==> config.mk <==
export PLATFORM = sky130hd
export DESIGN_NAME = psf_ctrl
export DESIGN_NICKNAME = d
export VERILOG_FILES = /design/src/psf_ctrl.v
export VERILOG_INCLUDE_DIRS = /design/src /design/src/shared
export SDC_FILE = /design/constraint.sdc
export NUM_CORES = 1
export LEC_CHECK = 0
export ABC_AREA = 1
export BUFFER_PORTS_ARGS = -buffer_cell sky130_fd_sc_hd__buf_2
export CAP_MARGIN = 10
export CORE_MARGIN = 1.5
export CORE_UTILIZATION = 33
export DETAILED_ROUTE_END_ITERATION = 8
export GPL_TIMING_DRIVEN = 0
export SLEW_MARGIN = 0
export SYNTH_ARGS = -nofsm -noshare
export SYNTH_HDL_FRONTEND = slang
export SYNTH_SLANG_ARGS = --single-unit
==> constraint.sdc <==
create_clock -name ref_clk_i -period 3.05 [get_ports ref_clk_i]
set_clock_uncertainty 0.2 [all_clocks]
set_input_delay 0.1525 -clock ref_clk_i [delete_from_list [all_inputs] [get_ports ref_clk_i]]
set_output_delay 0.1525 -clock ref_clk_i [all_outputs]
set_load 0.02 [all_outputs]
==> src/shared/psf_defs.vh <==
// constants for the processing state, privilege and space code block
`ifndef PSF_DEFS_VH
`define PSF_DEFS_VH

// processing states
`define PSF_ST_RST_SP    3'h0
`define PSF_ST_RST_PC    3'h1
`define PSF_ST_NORMAL    3'h2
`define PSF_ST_STOPPED   3'h3
`define PSF_ST_EXC_PUSH  3'h4
`define PSF_ST_EXC_VEC   3'h5
`define PSF_ST_EXC_FILL  3'h6
`define PSF_ST_HALTED    3'h7

// space code values
`define PSF_FC_USER_DATA 3'h1
`define PSF_FC_USER_PROG 3'h2
`define PSF_FC_SUP_DATA  3'h5
`define PSF_FC_SUP_PROG  3'h6
`define PSF_FC_CPU       3'h7

// status word layout and reset value
`define PSF_SW_S_BIT     13
`define PSF_SW_RESET     16'h2700

// reset vector locations
`define PSF_RST_SP_ADDR  32'h00000000
`define PSF_RST_PC_ADDR  32'h00000004

// special cycle field positions
`define PSF_CTYPE_LSB    16
`define PSF_CTYPE_MSB    19
`define PSF_LEVEL_LSB    1
`define PSF_LEVEL_MSB    4

`endif

==> src/psf_ctrl.v <==
// processing state, privilege level and bus space code control
//
// Overview of operation
// - stop instructions enter stopped state, no bus cycles
// - stopped resumes only on trace, interrupt, reset
// - bus or address error during exception halts
// - supervisor flag selects privilege and stack pointer
// - supervisor level drives supervisor space codes
// - exception processing is supervisor, uses supervisor stack
// - user level refuses privileged instructions as violations
// - user level stack references use user pointer
// - push status word first, then set supervisor
// - status writes and return flush the pipeline
// - short frame return restores status and counter
// - error frame return restores whole saved state
// - three-bit space code names eight spaces
// - program versus data, supervisor versus user automatic
// - special cycles use their own cpu space code
// - reset fetches stack pointer from zero, counter from four
// - exception covers pushes, vector, refill until handler
// - no-op waits until earlier instructions complete
// - cpu space cycle type on address 19..16
// - acknowledged interrupt level on address 4..1
`timescale 1ns/10ps
`default_nettype none
`include "psf_defs.vh"

module psf_ctrl (
    // clock and reset
    input  wire        ref_clk_i,
    input  wire        reset_i,
    // instruction events from the decoder, one-cycle pulses
    input  wire        stop_instr_i,
    input  wire        low_power_stop_instr_i,
    input  wire        reset_instr_i,
    input  wire        status_word_wr_i,
    input  wire [15:0] status_word_wdata_i,
    input  wire        return_from_exception_i,
    input  wire        rte_long_frame_i,
    input  wire [15:0] rte_status_i,
    input  wire [31:0] rte_pc_i,
    input  wire        nop_instr_i,
    input  wire        pipe_idle_i,
    // exception sources
    input  wire        exc_req_i,
    input  wire        exc_trace_i,
    input  wire        exc_irq_i,
    input  wire [31:0] exc_vec_addr_i,
    input  wire        fill_done_i,
    input  wire        bus_err_i,
    input  wire        addr_err_i,
    // core bus requests
    input  wire        core_req_i,
    input  wire        core_prog_i,
    input  wire        core_cpu_i,
    input  wire [3:0]  core_ctype_i,
    input  wire [3:0]  core_level_i,
    input  wire [31:0] core_addr_i,
    // stack pointer access
    input  wire        sp_wr_i,
    input  wire [31:0] sp_wdata_i,
    // bus side
    input  wire        bus_ack_i,
    input  wire [31:0] bus_rdata_i,
    output wire        bus_req_o,
    output reg  [2:0]  space_code_lines_o,
    output reg  [31:0] bus_addr_o,
    output reg  [31:0] bus_wdata_o,
    output reg         bus_write_o,
    // state and control outputs
    output reg  [2:0]  proc_state_o,
    output reg  [15:0] status_word_o,
    output reg  [31:0] pc_o,
    output wire        supervisor_o,
    output wire [31:0] address_reg_seven_o,
    output reg         priv_viol_o,
    output reg         flush_o,
    output reg         full_restore_o,
    output wire        nop_go_o
);

    reg  [2:0]  state;
    reg  [2:0]  next_state;
    reg  [15:0] status_word;
    reg  [15:0] saved_status;
    reg  [31:0] user_stack_pointer;
    reg  [31:0] sup_stack_pointer;
    reg  [31:0] pc;

    wire        in_exc;
    wire        sup_eff;
    wire        priv_instr;
    wire        bus_fault;
    wire        exc_any;
    wire        stop_any;

    // space code from privilege, access kind and special cycles
    function [2:0] space_code;
        input sup;
        input prog;
        input cpu;
        begin
            if (cpu) begin
                space_code = `PSF_FC_CPU;
            end else if (sup) begin
                space_code = prog ? `PSF_FC_SUP_PROG : `PSF_FC_SUP_DATA;
            end else begin
                space_code = prog ? `PSF_FC_USER_PROG : `PSF_FC_USER_DATA;
            end
        end
    endfunction

    assign in_exc = (state == `PSF_ST_EXC_PUSH) || (state == `PSF_ST_EXC_VEC)
                 || (state == `PSF_ST_EXC_FILL);
    // exception work is supervisor even before the flag is set
    assign sup_eff = status_word[`PSF_SW_S_BIT] || in_exc;
    assign supervisor_o = sup_eff;
    // user level sees the user pointer for both implicit and explicit use
    assign address_reg_seven_o = sup_eff ? sup_stack_pointer : user_stack_pointer;
    // status writes and returns can change the flag, so both are privileged
    assign priv_instr = stop_instr_i || low_power_stop_instr_i || reset_instr_i
                     || status_word_wr_i || return_from_exception_i;
    assign bus_fault = bus_err_i || addr_err_i;
    // any exception source; it wins over an instruction in the same cycle
    assign exc_any = exc_req_i || exc_trace_i || exc_irq_i;
    // both stop flavours act alike here; only the decoder tells them apart
    assign stop_any = stop_instr_i || low_power_stop_instr_i;
    // no-op only starts once the pipe has drained
    assign nop_go_o = nop_instr_i && pipe_idle_i;

    // bus request: stopped and halted issue nothing
    assign bus_req_o = (state == `PSF_ST_RST_SP) || (state == `PSF_ST_RST_PC)
                    || (state == `PSF_ST_EXC_PUSH) || (state == `PSF_ST_EXC_VEC)
                    || ((state == `PSF_ST_NORMAL || state == `PSF_ST_EXC_FILL)
                        && core_req_i);

    always @* begin
        next_state = state;
        case (state)
            `PSF_ST_RST_SP: begin
                if (bus_ack_i) begin
                    next_state = `PSF_ST_RST_PC;
                end
            end
            `PSF_ST_RST_PC: begin
                if (bus_ack_i) begin
                    next_state = `PSF_ST_NORMAL;
                end
            end
            `PSF_ST_NORMAL: begin
                if (exc_any) begin
                    next_state = `PSF_ST_EXC_PUSH;
                end else if (stop_any && sup_eff) begin
                    next_state = `PSF_ST_STOPPED;
                end else if (priv_instr && !sup_eff) begin
                    next_state = `PSF_ST_EXC_PUSH;
                end
            end
            `PSF_ST_STOPPED: begin
                if (exc_trace_i || exc_irq_i) begin
                    next_state = `PSF_ST_EXC_PUSH;
                end
            end
            `PSF_ST_EXC_PUSH: begin
                if (bus_fault) begin
                    next_state = `PSF_ST_HALTED;
                end else if (bus_ack_i) begin
                    next_state = `PSF_ST_EXC_VEC;
                end
            end
            `PSF_ST_EXC_VEC: begin
                if (bus_fault) begin
                    next_state = `PSF_ST_HALTED;
                end else if (bus_ack_i) begin
                    next_state = `PSF_ST_EXC_FILL;
                end
            end
            `PSF_ST_EXC_FILL: begin
                if (bus_fault) begin
                    next_state = `PSF_ST_HALTED;
                end else if (fill_done_i) begin
                    next_state = `PSF_ST_NORMAL;
                end
            end
            `PSF_ST_HALTED: begin
                // only reset_i leaves, so a double fault cannot loop on the bus
                next_state = `PSF_ST_HALTED;
            end
            default: begin
                next_state = `PSF_ST_HALTED;
            end
        endcase
    end

    // state, status word and program counter
    always @(posedge ref_clk_i) begin
        if (reset_i) begin
            state        <= `PSF_ST_RST_SP;
            status_word  <= `PSF_SW_RESET;
            saved_status <= 16'h0000;
            pc           <= 32'h00000000;
            priv_viol_o  <= 1'b0;
            flush_o      <= 1'b0;
            full_restore_o <= 1'b0;
        end else begin
            state          <= next_state;
            priv_viol_o    <= 1'b0;
            flush_o        <= 1'b0;
            full_restore_o <= 1'b0;
            case (state)
                `PSF_ST_RST_PC: begin
                    if (bus_ack_i) begin
                        pc      <= bus_rdata_i;
                        flush_o <= 1'b1;
                    end
                end
                `PSF_ST_NORMAL: begin
                    if (next_state == `PSF_ST_EXC_PUSH) begin
                        saved_status <= status_word;
                        priv_viol_o  <= priv_instr && !sup_eff
                                     && !exc_any;
                    end else if (stop_any && sup_eff) begin
                        status_word <= status_word_wdata_i;
                    end else if (status_word_wr_i && sup_eff) begin
                        status_word <= status_word_wdata_i;
                        flush_o     <= 1'b1;
                    end else if (return_from_exception_i && sup_eff) begin
                        // restored flag decides the privilege on resume
                        status_word    <= rte_status_i;
                        pc             <= rte_pc_i;
                        flush_o        <= 1'b1;
                        full_restore_o <= rte_long_frame_i;
                    end
                end
                `PSF_ST_STOPPED: begin
                    if (next_state == `PSF_ST_EXC_PUSH) begin
                        saved_status <= status_word;
                    end
                end
                `PSF_ST_EXC_PUSH: begin
                    // the flag is set only after the old word is on the stack
                    // a fault outranks the ack, so a failed push never raises it
                    if (bus_ack_i && !bus_fault) begin
                        status_word[`PSF_SW_S_BIT] <= 1'b1;
                    end
                end
                `PSF_ST_EXC_VEC: begin
                    if (bus_ack_i && !bus_fault) begin
                        pc      <= bus_rdata_i;
                        flush_o <= 1'b1;
                    end
                end
                default: begin
                    pc <= pc;
                end
            endcase
        end
    end

    // stack pointers: reset loads the supervisor one
    always @(posedge ref_clk_i) begin
        if (reset_i) begin
            user_stack_pointer <= 32'h00000000;
            sup_stack_pointer  <= 32'h00000000;
        end else if (state == `PSF_ST_RST_SP && bus_ack_i) begin
            sup_stack_pointer <= bus_rdata_i;
        end else if (state == `PSF_ST_EXC_PUSH && bus_ack_i) begin
            // limitation: only the status word is stacked here, the core stacks the rest
            sup_stack_pointer <= sup_stack_pointer - 32'h00000002;
        end else if (sp_wr_i) begin
            if (sup_eff) begin
                sup_stack_pointer <= sp_wdata_i;
            end else begin
                user_stack_pointer <= sp_wdata_i;
            end
        end
    end

    // registered bus address, data and space code for the next cycle
    always @(posedge ref_clk_i) begin
        if (reset_i) begin
            space_code_lines_o <= `PSF_FC_SUP_PROG;
            bus_addr_o         <= `PSF_RST_SP_ADDR;
            bus_wdata_o        <= 32'h00000000;
            bus_write_o        <= 1'b0;
        end else begin
            bus_write_o <= 1'b0;
            bus_wdata_o <= 32'h00000000;
            case (next_state)
                `PSF_ST_RST_SP: begin
                    space_code_lines_o <= space_code(1'b1, 1'b1, 1'b0);
                    bus_addr_o         <= `PSF_RST_SP_ADDR;
                end
                `PSF_ST_RST_PC: begin
                    space_code_lines_o <= space_code(1'b1, 1'b1, 1'b0);
                    bus_addr_o         <= `PSF_RST_PC_ADDR;
                end
                `PSF_ST_EXC_PUSH: begin
                    // push uses the supervisor stack whatever the level was
                    space_code_lines_o <= space_code(1'b1, 1'b0, 1'b0);
                    bus_addr_o         <= sup_stack_pointer - 32'h00000002;
                    bus_wdata_o        <= {16'h0000, (state == `PSF_ST_EXC_PUSH)
                                           ? saved_status : status_word};
                    bus_write_o        <= 1'b1;
                end
                `PSF_ST_EXC_VEC: begin
                    space_code_lines_o <= space_code(1'b1, 1'b0, 1'b0);
                    bus_addr_o         <= exc_vec_addr_i;
                end
                default: begin
                    space_code_lines_o <= space_code(next_state == `PSF_ST_EXC_FILL
                                          || status_word[`PSF_SW_S_BIT],
                                          core_prog_i, core_cpu_i);
                    // special cycles clear unused address bits so decoders see zeros
                    if (core_cpu_i) begin
                        bus_addr_o <= 32'h00000000;
                        bus_addr_o[`PSF_CTYPE_MSB:`PSF_CTYPE_LSB] <= core_ctype_i;
                        bus_addr_o[`PSF_LEVEL_MSB:`PSF_LEVEL_LSB] <= core_level_i;
                    end else begin
                        bus_addr_o <= core_addr_i;
                    end
                end
            endcase
        end
    end

    always @(posedge ref_clk_i) begin
        if (reset_i) begin
            proc_state_o  <= `PSF_ST_RST_SP;
            status_word_o <= `PSF_SW_RESET;
            pc_o          <= 32'h00000000;
        end else begin
            proc_state_o  <= next_state;
            status_word_o <= status_word;
            pc_o          <= pc;
        end
    end

endmodule
`default_nettype wire

## Yosys cells after proc, flatten, opt, wreduce, memory -nomap -nowiden

Index checks and enable logic that the tools add are counted.

| storage, ports and cells | value |
|---|---|
| bits in registers | 250 |
| input bits | 221 |
| word-level logic and storage cells | 139 |

| cells by class | value |
|---|---|
| add/sub/neg operators | 1 |
| equality and inequality tests | 19 |
| multiplexer cells | 47 |
| bitwise gates (word level) | 6 |
| reductions and logical operators | 49 |

Operators by type and width:

| operator | number |
|---|---|
| two-way mux 32 bit | 12 |
| one-hot mux 32 bit (4 select lines) | 1 |
| one-hot mux 32 bit (3 select lines) | 1 |
| two-way mux 16 bit | 4 |
| two-way mux 3 bit | 14 |
| subtractor 32 x 2 -> 32 bit, second input constant | 1 |
| one-hot mux 3 bit (8 select lines) | 1 |
| equality test 3 bit, second input constant | 7 |
| logical OR 1 bit | 17 |
| two-way mux 14 bit | 1 |
| nonzero test 3 bit | 4 |
| logical AND 1 bit | 10 |
| two-way mux 1 bit | 8 |
| inequality test 2 bit, second input constant | 4 |
| AND reduction 4 bit | 2 |
| OR reduction 2 bit | 4 |
| AND reduction 7 bit | 1 |
| equality test 3 x 1 -> 1 bit, second input constant | 2 |
| equality test 3 x 2 -> 1 bit, second input constant | 2 |
| zero test 3 bit | 2 |
| inequality test 2 x 1 -> 1 bit, second input constant | 3 |
| NOT 1 bit | 6 |
| one-hot mux 3 bit (2 select lines) | 1 |
| OR reduction 6 bit | 1 |
| 9 further kinds | 13 |

## Logic depth before layout (Yosys ltp)

| depth | value |
|---|---|
| depth after elaboration | 15 |
| mapped depth | 13 |
| depth with buffers taken out | 12 |

## Worst setup path before layout

OpenSTA, ideal clock, no wires.

| path | value |
|---|---|
| kind | flip-flop to output port |
| start | register, netlist name proc_state_o[2] |
| end | output port address_reg_seven_o[11] |
| data arrival time | 1.732 ns |
| setup slack | 0.965 ns |
| stages on the path, launching flop included | 7 |
| cell sequence | dfxtp_1 nand2_1 nand2_2 clkbuf_1 buf_1 nand2_1 nand2_1 |

RTL lines:

| item | line | RTL |
|---|---|---|
| end, declared | psf_ctrl.v:75 | `output wire [31:0] address_reg_seven_o,` |

==> flow_summary_export.csv <==
group,metric,value,unit
outcome,outcome,"completed",
logic_synthesis,synth-edff-count,0,
setup_path,cpMostUsedCell,"nand2_1",
die,dieArea,0.03369,mm^2
logic_synthesis,yosysWarnings,0,
drt,via_count,12950,
setup_path,critPathSlowestCell,"dlygate4sd3_1",
placed_design,port-buffer-count,360,
timing,drv_slew,0,
setup_path,r2r_cells,12,
cts,cts_sinks,234,
die,fp-row-count,65,
die,ios,378,
drt,ant_nets,0,
logic_synthesis,synth_top_area_share,43.55,%
setup_path,crit_type,"reg -> reg",
pwr,max-vdd-ir-drop,0.3964,mV
die,die_h,183.6,um
cts,clkTransAtPathRegs,0.06,ns
logic_synthesis,async_reset_ff_share,0,%
placed_design,dp_hpwl,35870,um
setup_path,arrival,3.21,ns
placed_design,gp_congestion,0.9533,
setup_path,reg2reg_from,"proc_state_o[1]",
job,cap_violations,0,
grt,grt_pass1_vias,12740,
logic_synthesis,syn_avg_cell_area,6.900,um^2
setup_path,critPathRequiredTime,3.34,ns
drt,routed_wl,47860,um
logic_synthesis,synth_fa_ha_area_share,0.1163,%
cts,htreeDepth,1,
logic_synthesis,ys_top_cells_by_area,"dfxtp_1 44%, nand2_1 15%, nor2_1 8.3%, o21ai_0 6.5%, inv_1 4.7%",
placed_design,dp_cells,2369,
setup_path,worstPathCellList,"nand2_1 > a21oi_2 > buf_4 > a21oi_4 > nor2_8 > nor2_4 > nand2_1 > dlygate4sd3_1 > nand3_1 > dlygate4sd3_1 > nand2_1 > inv_1",
grt,overflow,0,
drt,drt_pass1_iterations,6,
die,initial_utilization,33.83,%
logic_synthesis,ys_types,38,
pwr,powerDensity,568.0,mW/mm^2
setup_path,max_stage_delay,0.57,ns
setup_path,worst_setup_path_end_kind,"flip-flop",
setup_path,rrSetupSlack,0.13,ns
grt,grt_antenna_before_repair,2,
setup_path,critical_path.max_fanout,10,
pwr,leakage,7.934,nW
timing,finalCriticalPeriod,2.921,ns
logic_synthesis,yosysSeqAreaShare,43.55,%
timing,tightest_slew,0.9057,ns
setup_path,worstSetupEndpoint,"bus_addr_o[11]",
die,die_x,183.6,um
hold_path,hold_path.class,"in -> reg",
logic_synthesis,netlist_area,0.01076,mm^2
setup_path,crit_start,"proc_state_o[1]",
logic_synthesis,synth-xor-area-share,1.954,%
grt,grtUsageTotal,27.27,%
drt,routedWlPerCell,18.14,um
logic_synthesis,yosys.area.top_type,"dfxtp_1",
layout,final_cell_mix,"421 x nand2_1, 382 x buf_2, 234 x nor2_1",
logic_synthesis,ys_seq_elements,234,
logic_synthesis,synth_top_family_by_area,"simple AND/OR/NAND/NOR gates",
logic_synthesis,syn_inst,1559,
grt,grt_pass1_wl,70970,um
setup_path,critical_path.reg2reg.endpoint,"bus_addr_o[11]",
layout,drive_above_1_share,21.63,%
layout,nets,2404,
cts,clock_path_buffers,3,
layout,syn2layout_area_growth,51.42,%
logic_synthesis,synth_simple_gate_area_share,29.03,%
grt,grt_max_degree,13,
layout,final_common_cell,"nand2_1",
layout,final_core_util,51.23,%
timing,fmax,342.3,MHz
layout,layoutNonFillerInstCount,2638,
cts,cts_tree,"built",
cts,clk_latency,0.55,ns
setup_path,start_kind,"flip-flop",
drt,dr.first_iter.drc_count,989,
logic_synthesis,synth-main-ff-cell,"dfxtp_1",
drt,routed_via_density,4.910,
cts,numCtsBuffers,27,
logic_synthesis,synth-compound-area-share,15.54,%
logic_synthesis,synthMuxAreaShare,0,%
die,design.core.area,0.03180,mm^2
timing,hold_violations,0,
timing,finalCritPeriodShare,95.78,%
timing,rsz0062_at_grt,"true",
timing,relSlewSlack,39.62,%
drt,route.detailed.drc,0,
cts,clock-root-buffer,"clkbuf_16",
timing,whs,0.02458,ns
timing,setup_violations,0,
state kept, by name, indices dropped and copies added (netlist names), 3 cells and up:
signal              flops
status_word_o          16
status_word            16
space_code_lines_o      3
sup_stack_pointer      32
user_stack_pointer     32
pc_o                   32
proc_state_o            3
saved_status           16
bus_wdata_o            16
pc                     32
bus_addr_o             32
per-layer routing:
metal	GRT usage (%)	up-vias	share of wire, %
met4	10.49	0	3.4
met1	35.22	5901	43
met5	0	-	0
met3	4.299	115	7.6
li1	-	6268	-
met2	45.58	668	46
Yosys cell counts (all sizes together), types with 2 or more instances:
cell    count
o21ai     141
a21oi      53
nand4      33
a221oi     17
clkbuf     58
buf        52
o311ai      3
xnor2       2
inv       138
nor3        2
nand3      64
xor2       22
a211oi     32
nor2      241
dfxtp     234
a41oi      13
nand2     427
a31oi      20
power breakdown:
group          leakage, nW  internal [mW]  switching (mW)
clock network        0.430           2.01            1.34
registers             1.90           3.29           0.140
logic                 5.60          0.896            1.57
total                 7.93           6.20            3.05
worst min-delay path by stage:
stage	to	start	slack (ns)	depth (start not counted)
after global routing	space_code_lines_o[2]	core_cpu_i	0.07	4
after floorplan	user_stack_pointer[31]	sp_wdata_i[31]	0.08	2
final	space_code_lines_o[2]	core_cpu_i	0.02	4
after global placement	user_stack_pointer[31]	sp_wdata_i[31]	0.21	3
after CTS	space_code_lines_o[2]	core_cpu_i	0.02	4
after detailed placement	user_stack_pointer[31]	sp_wdata_i[31]	0.21	3
per-stage QoR:
| stage | setup WS, ns | total power [mW] | area [um^2] | setup TNS [ns] |
|---|---|---|---|---|
| final | 0.1288 | 9.253 | 16290 | 0 |
| after global routing | -0.009011 | 9.655 | 16290 | -0.009011 |
| after CTS | 0.03058 | 9.243 | 16240 | 0 |
| after detailed placement | 0.1488 | 5.628 | 13160 | 0 |
| after global placement | 0.1396 | 5.617 | 13160 | 0 |
| after floorplan | 0.9652 | 4.787 | 10810 | 0 |
worst max-delay path, delay by kind of cell, from the launching register on:
family	cells	cell delay, ns
simple gates	6	0.61
buf+inv	4	1.40
flops	1	0.36
compound gates	2	0.30
cell type report:
cell class              instances  area (um^2)
fillers                      3130        15510
diodes                          2        5.005
repair buffers                579         3991
well taps                     435        544.3
plain buffers                 110        538.0
clock buffers                  38        737.0
flip-flops and latches        234         4688
multi-input cells            1091         5105
inverters                     139        521.8
clock inverters                10        158.9
cell families after synthesis:
family                     Yosys count
buffers and inverters              249
other                                1
AOI/OAI and AO/OA                  282
xor gates and xnor gates            24
DFF                                234
and+or+nand+nor                    768
adders and majority gates            1
what timing repair did:
action	in CTS	in global routing
cloned	0	0
pin swaps	0	1
endpoints found under the hold margin	149	0
hold buffers	218	0
setup buffers	0	1
endpoints found under the setup margin	12	44
resized for setup	2	13
No activity file was read; power rests on OpenSTA's default activity.
